===== config.mk =====
export PLATFORM = sky130hd
export DESIGN_NAME = lsm_ctl
export DESIGN_NICKNAME = d
export VERILOG_FILES = /design/src/verilog/lsm_pkg.sv /design/src/verilog/lsm_ctl.sv
export VERILOG_INCLUDE_DIRS = /design/src /design/src/verilog
export SDC_FILE = /design/constraint.sdc
export NUM_CORES = 1
export LEC_CHECK = 0
export ABC_AREA = 1
export BUFFER_PORTS_ARGS = -buffer_cell sky130_fd_sc_hd__buf_4
export CORE_AREA = 2 2 191 333
export DETAILED_ROUTE_END_ITERATION = 16
export DIE_AREA = 0 0 193 335
export PLACE_DENSITY = 0.58
export SETUP_SLACK_MARGIN = 0.3
export SLEW_MARGIN = 20
export SYNTH_ARGS = -nofsm -noshare
export SYNTH_HDL_FRONTEND = slang
export SYNTH_SLANG_ARGS = --single-unit

===== constraint.sdc =====
create_clock -name clk_i -period 3.7 [get_ports clk_i]
set_input_delay 0.74 -clock clk_i [delete_from_list [all_inputs] [get_ports clk_i]]
set_output_delay 0.74 -clock clk_i [all_outputs]
set_load 0.02 [all_outputs]

===== src/verilog/lsm_defines.svh =====
// Purpose: Constants of the logger scratchpad and mission control
// Assumes: Included by the design module
// Notes: Constants only, no logic
`ifndef LSM_DEFINES_SVH
`define LSM_DEFINES_SVH

// ----------------------------------------
// Command codes
// ----------------------------------------
`define LSM_CMD_WR 8'h0f
`define LSM_CMD_RD 8'haa
`define LSM_CMD_CP 8'h99

// ----------------------------------------
// Scratchpad and status fields
// ----------------------------------------
`define LSM_OFF_LAST 5'h1f
`define LSM_BIT_LAST 3'h7
`define LSM_CRC_INIT 16'h0000
`define LSM_CRC_POLY 16'ha001
`define LSM_ONES 8'hff
`define LSM_ALT 8'h55
`define LSM_ZERO 8'h00

// ----------------------------------------
// Address ranges
// ----------------------------------------
`define LSM_REG_LO 16'h0200
`define LSM_REG_HI 16'h023f
`define LSM_PW_LO 16'h0228
`define LSM_PW_HI 16'h0237

// ----------------------------------------
// Time base
// ----------------------------------------
`define LSM_SEC_LAST 6'h3b

`endif


===== src/verilog/lsm_pkg.sv =====
// Purpose: Types of the logger scratchpad and mission control
// Assumes: Constants come from lsm_defines.svh
// Notes: Structs carry grouped signals
package lsm_pkg;

   typedef struct packed {
      logic [13:0] rate;
      logic fast;
      logic start_on_alarm;
      logic logging_enable;
      logic [15:0] delay;
   } lsm_cfg_t;

   typedef struct packed {
      logic we;
      logic [15:0] addr;
      logic [7:0] data;
   } lsm_wr_t;

   typedef enum logic [3:0] {
      C_CMD, C_WA1, C_WA2, C_WDAT, C_RHDR, C_RDAT, C_CRC, C_ONES,
      C_CA1, C_CA2, C_CES, C_COPY, C_ALT, C_HALT
   } lsm_cst_t;

   typedef enum logic [2:0] {M_OFF, M_DLY, M_WAIT, M_ARM, M_RUN} lsm_mst_t;

endpackage


===== src/verilog/lsm_ctl.sv =====
// Purpose: Scratchpad commands and mission sequencing of a temp logger
// Assumes: Link layer on clk_i delivers bits, slots and reset pulses
// Notes: Password checks and other commands live outside
//
// Summary of operation
// - Sample spacing in seconds or minutes
// - Start sets mission active, clears memory flag
// - After delay stamp, log, bump both counters
// - Later entries follow the sample period
// - Alarm start: measure, bump device counter only
// - Alarm stamps; log one period later
// - General memory writable, all readable always
// - Password locations read as zero
// - Status byte: offset, partial flag, zero, accepted
// - Copy only with ending offset 1Fh
// - Low five address bits give byte offset
// - Accepted flag set by copy, cleared by write
// - Status read only, addresses loaded by commands
// - Write command; partial last byte sets flag
// - Write CRC over command, address, data
// - Read sends address, status, data, CRC
// - Ones after read CRC until reset
// - Copy needs the three bytes read back
// - Copy into register pages fails in mission
// - Regular speed until overdrive is selected
// - Internal accesses beat serial accesses in mission
// - Authorization bytes must match address and status
`timescale 1ns/1ps
`include "lsm_defines.svh"

module lsm_ctl #(
   parameter int CNT_W = 24
) (
   input wire logic clk_i,
   input wire logic nrst_i,
   input wire logic bus_rst_i,
   input wire logic od_set_i,
   input wire logic rx_vld_i,
   input wire logic rx_bit_i,
   input wire logic rd_slot_i,
   input wire lsm_pkg::lsm_cfg_t cfg_i,
   input wire logic start_cmd_i,
   input wire logic stop_cmd_i,
   input wire logic clr_mem_i,
   input wire logic sec_tick_i,
   input wire logic temp_alarm_i,
   input wire logic int_busy_i,
   input wire logic [15:0] ext_addr_i,
   input wire logic [7:0] ext_data_i,
   output logic rd_bit_o,
   output logic overdrive_speed_sel_o,
   output logic mission_active_o,
   output logic memory_cleared_flag_o,
   output logic stamp_o,
   output logic log_o,
   output logic measure_o,
   output logic [CNT_W-1:0] mission_cnt_o,
   output logic [CNT_W-1:0] dev_cnt_o,
   output logic [7:0] ext_data_o,
   output lsm_pkg::lsm_wr_t cp_o
);
   import lsm_pkg::*;

   // ----------------------------------------
   // Functions
   // ----------------------------------------
   function automatic logic [15:0] crc_bit(input logic [15:0] c, input logic b);
      logic [15:0] s;
      s = {1'b0, c[15:1]};
      if (c[0] ^ b) begin
         s = s ^ `LSM_CRC_POLY;
      end
      return s;
   endfunction

   function automatic logic [15:0] crc_byte(input logic [15:0] c, input logic [7:0] d);
      logic [15:0] s;
      s = c;
      for (int i = 0; i < 8; i++) begin
         s = crc_bit(s, d[i]);
      end
      return s;
   endfunction

   function automatic logic in_rng(input logic [15:0] a, input logic [15:0] lo,
                                   input logic [15:0] hi);
      return (a >= lo) && (a <= hi);
   endfunction

   // ----------------------------------------
   // State
   // ----------------------------------------
   lsm_cst_t cst_r;
   lsm_mst_t mst_r;
   logic [7:0] sp_r [32];
   logic [7:0] rx_sr_r;
   logic [2:0] rx_n_r;
   logic [7:0] tx_sr_r;
   logic [2:0] tx_n_r;
   logic [1:0] hdr_n_r;
   logic crc_n_r;
   logic [15:0] crc_r;
   logic [4:0] ptr_r;
   logic [7:0] ta_lo_r;
   logic [7:0] ta_hi_r;
   logic [4:0] es_off_r;
   logic pf_r;
   logic aa_r;
   logic auth_ok_r;
   logic od_r;
   lsm_wr_t cp_r;
   logic [7:0] ext_r;
   logic mip_r;
   logic memory_cleared_flag_r;
   logic stamp_r;
   logic log_r;
   logic meas_r;
   logic [CNT_W-1:0] mcnt_r;
   logic [CNT_W-1:0] dcnt_r;
   logic [5:0] sec_n_r;
   logic [13:0] per_n_r;
   logic [15:0] dly_n_r;

   logic [7:0] rx_byte;
   logic byte_done;
   logic [7:0] es_byte;
   logic [15:0] crc_w;
   logic [15:0] crc_tx;
   logic tx_st;
   logic tx_last;
   logic min_tick;
   logic unit_tick;
   logic samp_tick;

   assign rx_byte = {rx_bit_i, rx_sr_r[7:1]};
   assign byte_done = rx_vld_i && (rx_n_r == `LSM_BIT_LAST);
   assign es_byte = {aa_r, 1'b0, pf_r, es_off_r};
   assign crc_w = crc_byte(crc_r, rx_byte);
   assign crc_tx = crc_bit(crc_r, tx_sr_r[0]);
   assign tx_st = cst_r inside {C_RHDR, C_RDAT, C_CRC, C_ONES, C_ALT};
   assign tx_last = rd_slot_i && (tx_n_r == `LSM_BIT_LAST);

   // ----------------------------------------
   // Byte assembly, first bit is bit 0
   // ----------------------------------------
   always_ff @(posedge clk_i or negedge nrst_i) begin
      if (!nrst_i) begin
         rx_sr_r <= `LSM_ZERO;
         rx_n_r <= 3'h0;
      end else if (bus_rst_i) begin
         rx_n_r <= 3'h0;
      end else if (rx_vld_i) begin
         rx_sr_r <= rx_byte;
         rx_n_r <= 3'(rx_n_r + 3'h1);
      end
   end

   // ----------------------------------------
   // Scratchpad storage
   // ----------------------------------------
   always_ff @(posedge clk_i) begin
      if (cst_r == C_WDAT && byte_done && !bus_rst_i) begin
         sp_r[ptr_r] <= rx_byte;
      end
   end

   // ----------------------------------------
   // Command sequencing
   // ----------------------------------------
   always_ff @(posedge clk_i or negedge nrst_i) begin
      if (!nrst_i) begin
         cst_r <= C_CMD;
         tx_sr_r <= `LSM_ONES;
         tx_n_r <= 3'h0;
         hdr_n_r <= 2'h0;
         crc_n_r <= 1'b0;
         crc_r <= `LSM_CRC_INIT;
         ptr_r <= 5'h00;
         ta_lo_r <= `LSM_ZERO;
         ta_hi_r <= `LSM_ZERO;
         es_off_r <= 5'h00;
         pf_r <= 1'b0;
         aa_r <= 1'b0;
         auth_ok_r <= 1'b0;
         cp_r <= '0;
      end else if (bus_rst_i && cst_r != C_COPY) begin
         cst_r <= C_CMD;
         tx_sr_r <= `LSM_ONES;
         tx_n_r <= 3'h0;
         cp_r.we <= 1'b0;
         if (cst_r == C_WDAT && rx_n_r != 3'h0) begin
            pf_r <= 1'b1;
         end
      end else begin
         cp_r.we <= 1'b0;
         if (rd_slot_i && tx_st) begin
            tx_sr_r <= {1'b1, tx_sr_r[7:1]};
            tx_n_r <= 3'(tx_n_r + 3'h1);
         end
         unique case (cst_r)
            C_CMD: begin
               if (byte_done) begin
                  if (rx_byte == `LSM_CMD_WR) begin
                     crc_r <= crc_byte(`LSM_CRC_INIT, rx_byte);
                     cst_r <= C_WA1;
                  end else if (rx_byte == `LSM_CMD_RD) begin
                     crc_r <= crc_byte(`LSM_CRC_INIT, rx_byte);
                     tx_sr_r <= ta_lo_r;
                     tx_n_r <= 3'h0;
                     hdr_n_r <= 2'h0;
                     ptr_r <= ta_lo_r[4:0];
                     cst_r <= C_RHDR;
                  end else if (rx_byte == `LSM_CMD_CP) begin
                     cst_r <= C_CA1;
                  end else begin
                     cst_r <= C_HALT;
                  end
               end
            end
            C_WA1: begin
               if (byte_done) begin
                  ta_lo_r <= rx_byte;
                  crc_r <= crc_w;
                  cst_r <= C_WA2;
               end
            end
            C_WA2: begin
               if (byte_done) begin
                  ta_hi_r <= rx_byte;
                  crc_r <= crc_w;
                  ptr_r <= ta_lo_r[4:0];
                  pf_r <= 1'b0;
                  cst_r <= C_WDAT;
               end
            end
            C_WDAT: begin
               if (byte_done) begin
                  es_off_r <= ptr_r;
                  aa_r <= 1'b0;
                  crc_r <= crc_w;
                  if (ptr_r == `LSM_OFF_LAST) begin
                     tx_sr_r <= ~crc_w[7:0];
                     tx_n_r <= 3'h0;
                     crc_n_r <= 1'b0;
                     cst_r <= C_CRC;
                  end else begin
                     ptr_r <= 5'(ptr_r + 5'h01);
                  end
               end
            end
            C_RHDR: begin
               if (tx_last) begin
                  crc_r <= crc_tx;
                  hdr_n_r <= 2'(hdr_n_r + 2'h1);
                  if (hdr_n_r == 2'h0) begin
                     tx_sr_r <= ta_hi_r;
                  end else if (hdr_n_r == 2'h1) begin
                     tx_sr_r <= es_byte;
                  end else begin
                     tx_sr_r <= sp_r[ptr_r];
                     cst_r <= C_RDAT;
                  end
               end else if (rd_slot_i) begin
                  crc_r <= crc_tx;
               end
            end
            C_RDAT: begin
               if (rd_slot_i) begin
                  crc_r <= crc_tx;
               end
               if (tx_last) begin
                  if (ptr_r == `LSM_OFF_LAST) begin
                     tx_sr_r <= ~crc_tx[7:0];
                     crc_n_r <= 1'b0;
                     cst_r <= C_CRC;
                  end else begin
                     ptr_r <= 5'(ptr_r + 5'h01);
                     tx_sr_r <= sp_r[5'(ptr_r + 5'h01)];
                  end
               end
            end
            C_CRC: begin
               if (tx_last) begin
                  if (!crc_n_r) begin
                     tx_sr_r <= ~crc_r[15:8];
                     crc_n_r <= 1'b1;
                  end else begin
                     tx_sr_r <= `LSM_ONES;
                     cst_r <= C_ONES;
                  end
               end
            end
            C_ONES: begin
               if (tx_last) begin
                  tx_sr_r <= `LSM_ONES;
               end
            end
            C_CA1: begin
               if (byte_done) begin
                  auth_ok_r <= (rx_byte == ta_lo_r);
                  cst_r <= C_CA2;
               end
            end
            C_CA2: begin
               if (byte_done) begin
                  auth_ok_r <= auth_ok_r && (rx_byte == ta_hi_r);
                  cst_r <= C_CES;
               end
            end
            C_CES: begin
               if (byte_done) begin
                  if (auth_ok_r && rx_byte == es_byte && es_off_r == `LSM_OFF_LAST &&
                      !(mip_r && in_rng({ta_hi_r, ta_lo_r}, `LSM_REG_LO, `LSM_REG_HI))) begin
                     ptr_r <= ta_lo_r[4:0];
                     cst_r <= C_COPY;
                  end else begin
                     cst_r <= C_HALT;
                  end
               end
            end
            C_COPY: begin
               if (!int_busy_i) begin
                  cp_r.we <= 1'b1;
                  cp_r.addr <= {ta_hi_r, ta_lo_r[7:5], ptr_r};
                  cp_r.data <= sp_r[ptr_r];
                  if (ptr_r == es_off_r) begin
                     aa_r <= 1'b1;
                     tx_sr_r <= `LSM_ALT;
                     tx_n_r <= 3'h0;
                     cst_r <= C_ALT;
                  end else begin
                     ptr_r <= 5'(ptr_r + 5'h01);
                  end
               end
            end
            C_ALT: begin
               if (tx_last) begin
                  tx_sr_r <= `LSM_ALT;
               end
            end
            C_HALT: begin
            end
         endcase
      end
   end

   // ----------------------------------------
   // Speed select and read path
   // ----------------------------------------
   always_ff @(posedge clk_i or negedge nrst_i) begin
      if (!nrst_i) begin
         od_r <= 1'b0;
      end else if (od_set_i) begin
         od_r <= 1'b1;
      end
   end

   always_ff @(posedge clk_i or negedge nrst_i) begin
      if (!nrst_i) begin
         ext_r <= `LSM_ZERO;
      end else if (in_rng(ext_addr_i, `LSM_PW_LO, `LSM_PW_HI)) begin
         ext_r <= `LSM_ZERO;
      end else begin
         ext_r <= ext_data_i;
      end
   end

   // ----------------------------------------
   // Mission time base
   // ----------------------------------------
   assign min_tick = sec_tick_i && (sec_n_r == `LSM_SEC_LAST);
   assign unit_tick = cfg_i.fast ? sec_tick_i : min_tick;
   // A rate of zero matches at 3FFFh, so samples come every 16384 units
   assign samp_tick = unit_tick && (per_n_r == 14'(cfg_i.rate - 14'h0001));

   always_ff @(posedge clk_i or negedge nrst_i) begin
      if (!nrst_i) begin
         sec_n_r <= 6'h00;
      end else if (min_tick) begin
         sec_n_r <= 6'h00;
      end else if (sec_tick_i) begin
         sec_n_r <= 6'(sec_n_r + 6'h01);
      end
   end

   // ----------------------------------------
   // Mission sequencing
   // ----------------------------------------
   always_ff @(posedge clk_i or negedge nrst_i) begin
      if (!nrst_i) begin
         mst_r <= M_OFF;
         mip_r <= 1'b0;
         memory_cleared_flag_r <= 1'b0;
         stamp_r <= 1'b0;
         log_r <= 1'b0;
         meas_r <= 1'b0;
         per_n_r <= 14'h0000;
         dly_n_r <= 16'h0000;
      end else begin
         stamp_r <= 1'b0;
         log_r <= 1'b0;
         meas_r <= 1'b0;
         if (unit_tick) begin
            per_n_r <= samp_tick ? 14'h0000 : 14'(per_n_r + 14'h0001);
         end
         if (clr_mem_i && !mip_r) begin
            memory_cleared_flag_r <= 1'b1;
         end
         if (stop_cmd_i) begin
            mip_r <= 1'b0;
            mst_r <= M_OFF;
         end else begin
            unique case (mst_r)
               M_OFF: begin
                  if (start_cmd_i) begin
                     mip_r <= 1'b1;
                     memory_cleared_flag_r <= 1'b0;
                     dly_n_r <= 16'h0000;
                     mst_r <= M_DLY;
                  end
               end
               M_DLY: begin
                  if (dly_n_r == cfg_i.delay) begin
                     per_n_r <= 14'h0000;
                     if (!cfg_i.start_on_alarm) begin
                        stamp_r <= 1'b1;
                        log_r <= 1'b1;
                        mst_r <= M_RUN;
                     end else begin
                        mst_r <= M_WAIT;
                     end
                  end else if (min_tick) begin
                     dly_n_r <= 16'(dly_n_r + 16'h0001);
                  end
               end
               M_WAIT: begin
                  if (samp_tick && cfg_i.logging_enable) begin
                     meas_r <= 1'b1;
                     if (temp_alarm_i) begin
                        stamp_r <= 1'b1;
                        mst_r <= M_ARM;
                     end
                  end
               end
               M_ARM: begin
                  if (samp_tick) begin
                     log_r <= 1'b1;
                     mst_r <= M_RUN;
                  end
               end
               M_RUN: begin
                  if (samp_tick) begin
                     log_r <= 1'b1;
                  end
               end
            endcase
         end
      end
   end

   always_ff @(posedge clk_i or negedge nrst_i) begin
      if (!nrst_i) begin
         mcnt_r <= '0;
         dcnt_r <= '0;
      end else begin
         if (clr_mem_i && !mip_r) begin
            mcnt_r <= '0;
         end else if (log_r) begin
            mcnt_r <= CNT_W'(mcnt_r + 1'b1);
         end
         if (log_r || meas_r) begin
            dcnt_r <= CNT_W'(dcnt_r + 1'b1);
         end
      end
   end

   assign rd_bit_o = tx_sr_r[0];
   assign overdrive_speed_sel_o = od_r;
   assign mission_active_o = mip_r;
   assign memory_cleared_flag_o = memory_cleared_flag_r;
   assign stamp_o = stamp_r;
   assign log_o = log_r;
   assign measure_o = meas_r;
   assign mission_cnt_o = mcnt_r;
   assign dev_cnt_o = dcnt_r;
   assign ext_data_o = ext_r;
   assign cp_o = cp_r;
endmodule


==> results of run 1 <==
## final timing paths
kind	slack (ns)	endpoint	start
max	0.59	tx_sr_r[5]	ptr_r[0]
min	0.36	overdrive_speed_sel_o	od_set_i
max reg2reg	0.59	tx_sr_r[5]	ptr_r[0]
min reg2reg	0.47	dev_cnt_o[23]	dev_cnt_o[23]
max in group asynchronous	2.24	crc_r[5]	nrst_i
min in group asynchronous	0.59	cp_o[9]	nrst_i
## power by group
| part | total [mW] | switching, mW | internal [mW] |
|---|---|---|---|
| Combinational | 7.77 | 5.45 | 2.32 |
| Sequential | 6.38 | 0.473 | 5.91 |
| Clock | 4.98 | 2.03 | 2.94 |
## area by class of cell
cell class / instances / area [sq um] / share of cell area [%]
clock buffer: 64 / 1300 / 4.47
clock inverter: 20 / 287 / 0.985
inverter: 369 / 1400 / 4.79
multi-input combinational: 2020 / 10400 / 35.9
timing repair buffer: 252 / 2000 / 6.86
sequential: 455 / 12700 / 43.6
tap: 799 / 1000 / 3.44
## per-layer routing
layer  part of all wire, %  GRT usage, %  vias up
met4                   7.8          17.6        0
met5                     0             0        -
met2                    52          46.5      755
met3                   4.5          2.63      244
met1                    35          27.2    10300
li1                      -             -    10400
## cell usage in the layout, fill, tap and decap left out, types with 8 or more instances in the layout
master	instances
nor3_1	37
nor3_2	9
xnor2_1	34
nor2_4	9
a21oi_1	271
nor2_2	15
xor2_1	61
o31ai_1	9
o21ai_0	408
nor2_1	276
nand2_1	485
ha_1	27
buf_4	243
a31oi_1	12
inv_2	20
nand3_1	154
nand2_2	15
inv_1	343
dfrtp_1	189
clkbuf_1	11
o211ai_1	54
clkbuf_16	47
nor4_1	14
edfxtp_1	256
nand4_1	41
dfstp_2	8
## flip-flops by register name, indices dropped and copies added (netlist names), 5 cells and up
signal / flops
dev_cnt_o: 24
ta_lo_r: 8
crc_r: 16
tx_sr_r: 8
ptr_r: 5
ta_hi_r: 8
rx_sr_r: 7
cp_o: 25
per_n_r: 14
mission_cnt_o: 24
sp_r: 256
es_off_r: 5
ext_data_o: 8
dly_n_r: 16
sec_n_r: 6
## cells by family after synthesis
group	share of synthesized area, %
muxes	0.0847
adders and majority gates	1.40
buffers and inverters	7.98
AOI/OAI and AO/OA	17.3
and+or+nand+nor	19.3
xor gates and xnor gates	3.49
DFF	50.5
## timing repair
action	CTS	global route
resized for setup	0	1
hold buffers	0	1
setup endpoints to repair	0	73
hold endpoints to repair	0	8
## metrics by stage
step           setup WS, ns  total power, mW  cells  cell area [sq um]
2_1_floorplan         0.827             11.1   2978              25100
3_3_place_gp          0.542             14.1   3893              27500
3_5_place_dp          0.485             14.2   3893              27500
4_1_cts               0.472             19.2   3977              29100
5_1_grt               0.406             20.2   3979              29100
6_report              0.589             19.1   3979              29100
==> results.toml, run 1 <==
[drt]
drt_iter0_drc = 1752
dr.pass1.iters = 5
vias = 21700
wl_per_cell_um = 20.7
via_per_inst = 5.46
drt-total-wl_mm = 82.5
drc = 0
ant_nets = 0

[critical_path]
slowest_delay_ns = 0.54
critPathArrivalTime_ns = 3.62
path_max_fanout = 41
required_ns = 4.21
end_kind = "flop"
cpLargestDelayFamily = "simple AND/OR/NAND/NOR gates"
cp.depth = 17
critPathLaunchType = "flop"
crit_path_cell_trace = "inv_6, ha_2, clkinv_1, buf_12, o21ai_0, a21oi_1, a21oi_1, nand2_1, nand3_1, nand2_1, nand2_1, nand3_1, nand2_1, nand3_1, nand3_1, a21oi_1, nand2_1"
cp_common_cell = "nand2_1"
worst-path-buf-inv = 3
reg2reg_depth = 17
path_class = "reg -> reg"
critical_path.slowest_cell = "dfrtp_4"

[floorplan]
die_w_um = 193
die_h_um = 335
rows = 121
coreArea_sq_um = 62100
dieArea_sq_um = 64700
start_util_pct = 40.4
ioPinCount = 158

[timing]
whs_ns = 0.355
slew_headroom_pct = 25.2
skew_ns = 0.0223
fin_crit_ns = 3.11
rsz0062_at_grt = "no"
tightest_slew_ns = 1.12
setup_viol = 0
period_share_pct = 84.1
slew_violations = 0
fin_tns_setup_ns = 0
clock.fmax_mhz = 321
hold_violations = 0

[clocking]
clk_pin_slew_ns = 0.06
htreeDepth = 2
clock_path_buffers = 3
worst_skew_pair.late_latency_ns = 0.59
cts_buffers = 45
cts_tree = "built"
clock-sinks = 455
cts-root-buf = "clkbuf_16"
postCtsSetupRepairBufs = 0

[status]
outcome = "completed"

[logic_synthesis]
synth_area_leader_cell = "edfxtp_1"
synth_cell_types = 62
synthCells = 2978
syn_nets = 3076
syn_avg_cell_area_sq_um = 8.43
synth_top_area_share_pct = 30.6
ys_seq_area_share_pct = 50.5
synth_commonest_cells = "nand2_1, o21ai_0, inv_1, nor2_1, a21oi_1"
synth-main-ff-cell = "edfxtp_1"
synth.most_common_cell = "nand2_1"
ys_ff_latch = 455
yosysWarnings = 0
synth_area_leaders = "edfxtp_1, dfrtp_1, o21ai_0, nand2_1, a21oi_1"
synth-edff-count = 256
ys_async_sr_fraction_pct = 43.7
syn_area_sq_um = 25100

[grt]
track_usage_pct = 25.5
grt_antenna_before_repair = 0
grt_pass1_wl_mm = 125
grt_pass1_vias = 21700
overflow = 0
grt_max_degree = 219

[job]
max_cap_viol_count = 0

[power]
vdd_ir_drop_max_mv = 0.403
power_density_nw_per_um2 = 657
leakage_nw = 12.4

[worst_hold_path]
whs_path_depth = 2
holdCritPathClass = "in -> reg"

[placed_design]
numPortBuffers = 154
dpl.hpwl_mm = 60.3
gp_congestion = 0.983

[final_layout]
drive_gt1_share_pct = 13.6
fin_nets = 3241
final_core_util_pct = 46.9
diodes = 0
fill_cells = 6019
syn_to_final_growth_pct = 15.9
Note: power is estimated with default switching activity, not from simulation.
==> run 2, diff against run 1 <==
--- a/config.mk
+++ b/config.mk
@@ -6,11 +6,11 @@
 export SDC_FILE = /design/constraint.sdc
 export NUM_CORES = 1
 export LEC_CHECK = 0
-export ABC_AREA = 1
+export ABC_AREA = 0
 export BUFFER_PORTS_ARGS = -buffer_cell sky130_fd_sc_hd__buf_4
-export CORE_AREA = 2 2 191 333
+export CORE_AREA = 2 2 187 326
 export DETAILED_ROUTE_END_ITERATION = 16
-export DIE_AREA = 0 0 193 335
+export DIE_AREA = 0 0 189 328
 export PLACE_DENSITY = 0.58
 export SETUP_SLACK_MARGIN = 0.3
 export SLEW_MARGIN = 20
==> constraint.sdc (replaced) <==
create_clock -name clk_i -period 3.1 [get_ports clk_i]
set_input_delay 0.62 -clock clk_i [delete_from_list [all_inputs] [get_ports clk_i]]
set_output_delay 0.62 -clock clk_i [all_outputs]
set_load 0.02 [all_outputs]
==> run 2 against run 1 <==
Utilization increased by 4.8 points. Sequential share of layout area shrank 2.1 points. Synthesized area shrank 4.0%. Fmax increased by 8.3%. Count of clock-buffer cells in the layout is 9 lower. Critical endpoint is now tx_sr_r[1]. Largest cell class unchanged. Hold slack got worse by 0.34 ns. Sequential power is 8.3% higher. Die area shrank 4.1%. Cell area is 5.1% higher. First-iteration DRC count decreased by 29%. Clock power rose by 21%. Highest routed layer unchanged.
==> results.toml, run 2 <==
[critical_path]
crit_path_cell_trace = "buf_6, buf_12, mux2_4, a222oi_1, a22o_1, a41oi_2, a21oi_1, buf_4, a21oi_2, or4_1"
critical_path.slowest_cell = "dfrtp_4"
critPathLaunchType = "flop"
end_kind = "flop"
slowest_delay_ns = 0.53
required_ns = 3.60
path_max_fanout = 8
reg2reg_depth = 10
cpLargestDelayFamily = "compound AO/OA/AOI/OAI gates"
path_class = "reg -> reg"
cp.depth = 10
critPathArrivalTime_ns = 3.38
worst-path-buf-inv = 3

[floorplan]
rows = 118
coreArea_sq_um = 59200
dieArea_sq_um = 62000
start_util_pct = 40.7
die_w_um = 189
die_h_um = 328
ioPinCount = 158

[drt]
wl_per_cell_um = 27.0
drt-total-wl_mm = 86.0
drt_iter0_drc = 1250
drc = 0
via_per_inst = 5.86
ant_nets = 0
dr.pass1.iters = 6
vias = 18700

[clocking]
cts-root-buf = "clkbuf_16"
clock_path_buffers = 3
worst_skew_pair.late_latency_ns = 0.60
clock-sinks = 455
clk_pin_slew_ns = 0.06
cts_buffers = 45
htreeDepth = 2
cts_tree = "built"
cts_hold_buf = 0

[logic_synthesis]
synth_area_leaders = "edfxtp_1, dfrtp_1, mux4_2, mux2i_1, xnor2_1"
synth_commonest_cells = "edfxtp_1, dfrtp_1, nor2_1, nand2_1, mux2i_1"
yosys.area_share.simple_pct = 13.5
synth-edff-count = 256
synth_top_family_by_area = "multiplexers"
synth.area.mux_share_pct = 14.9
syn_nets = 2088
synthCells = 1990
syn_avg_cell_area_sq_um = 12.1
synthXorXnorAreaFrac_pct = 5.62
synth.most_common_cell = "edfxtp_1"
ys_ff_latch = 455
yosysWarnings = 0
synth_top_area_share_pct = 31.9
syn_area_sq_um = 24100
synthAdderAreaFrac_pct = 1.49
synth-main-ff-cell = "edfxtp_1"
ys_async_sr_fraction_pct = 43.7
synth_compound_area_share_pct = 8.84
synth_area_leader_cell = "edfxtp_1"
synth_cell_types = 95
ys_seq_area_share_pct = 52.6

[timing]
whs_ns = 0.0161
setup_viol = 0
period_share_pct = 92.7
hold_violations = 0
rsz0062_at_grt = "yes"
tightest_slew_ns = 0.751
skew_ns = 0.0285
slew_headroom_pct = 49.6
clock.fmax_mhz = 348
slew_violations = 0
fin_crit_ns = 2.87
fin_tns_setup_ns = 0

[grt]
track_usage_pct = 27.3
grt_max_degree = 84
grt_pass1_vias = 18900
grt_pass1_wl_mm = 124
overflow = 0
grt_antenna_before_repair = 0

[job]
max_cap_viol_count = 0

[status]
outcome = "completed"

[power]
vdd_ir_drop_max_mv = 0.404
leakage_nw = 11.7
power_density_nw_per_um2 = 481
total_power_mw = 14.7

[final_layout]
drive_gt1_share_pct = 32.0
largest_register_ffs = 256
fin_nets = 2467
layout_commonest_cell = "buf_4"
stdcell_count = 3185
diodes = 0
largest_register = "sp_r"
syn_to_final_growth_pct = 26.9
fill_cells = 5158
final_cell_mix = "buf_4, edfxtp_1, dfrtp_1, nor2_1, nand2_1"

[placed_design]
dpl.hpwl_mm = 64.1
gp_congestion = 0.966
placed_cells = 3037
numPortBuffers = 154

[worst_hold_path]
holdCritPathClass = "in -> async"
==> run 2: changes by cell type in the layout (fill, tap and decap cells not counted), moves of 106 or more <==
cell and change:
a21oi_1 -207, nor2_1 -112, o21ai_0 -327, buf_4 +157, inv_1 -315, nand2_1 -330
nand3_1 -106
==> run 2: metrics by stage <==
stage / instance area, sq um / setup slack (ns) / util [%]
after global placement: 27700 / 0.0419 / 46.7
after CTS: 30100 / 0.274 / 50.8
after floorplan: 24200 / -0.0266 / -
after detailed placement: 27700 / 0.0332 / 46.7
after global routing: 30600 / 0.177 / 51.6
final: 30600 / 0.226 / 51.6
==> run 2: final timing paths <==
check	from	end	slack, ns
max	ptr_r[1]	tx_sr_r[1]	0.23
min	nrst_i	dev_cnt_o[19]	0.02
max reg2reg	ptr_r[1]	tx_sr_r[1]	0.23
min reg2reg	dev_cnt_o[23]	dev_cnt_o[23]	0.46
max in group asynchronous	nrst_i	cp_o[10]	2.26
min in group clk_i	od_set_i	overdrive_speed_sel_o	0.23
==> run 2: metal layers <==
layer	global-route usage, %	share of wire (%)	vias to the layer above
li1	-	-	8267
met1	27.9	34	9430
met2	49.9	52	691
met3	2.76	4.0	266
met4	22.8	9.9	0
met5	0	0	-
==> run 2: final cells by class <==
cell class                 count  area (sq um)  share of cell area (%)
clock buffer                  55          1210                    3.97
sequential                   455         12700                    41.5
timing repair buffer         448          3960                    13.0
inverter                      32           125                   0.409
tap                          780           976                    3.19
clock inverter                28           395                    1.29
multi-input combinational   1387         11200                    36.7
==> run 2: kinds of logic after synthesis <==
logic type,Yosys count
mux,243
compound gates,332
xor+xnor,150
flops,455
fa+ha+maj,29
buf+inv,148
simple gates,633
==> run 2: worst register-to-register path, stage by stage (launching register included) <==
cell and delay (ns):
dfrtp_4 0.53, buf_6 0.14, buf_12 0.14, mux2_4 0.32, a222oi_1 0.34, a22o_1 0.25, a41oi_2 0.16, a21oi_1 0.19
buf_4 0.16, a21oi_2 0.05, or4_1 0.52
==> run 2: power breakdown <==
group          switching [mW]  internal (mW)
registers               0.190           6.72
clock network            2.52           3.49
logic                    1.06          0.722
total                    3.77           10.9
==> run 2: timing repair <==
| action | in CTS | in global routing |
|---|---|---|
| setup buffers | 34 | 21 |
| endpoints found under the setup margin | 13 | 71 |
| pin swaps | 19 | 20 |
| gates cloned | 6 | 4 |
| resized for setup | 63 | 52 |
| endpoints found under the hold margin | 0 | 0 |
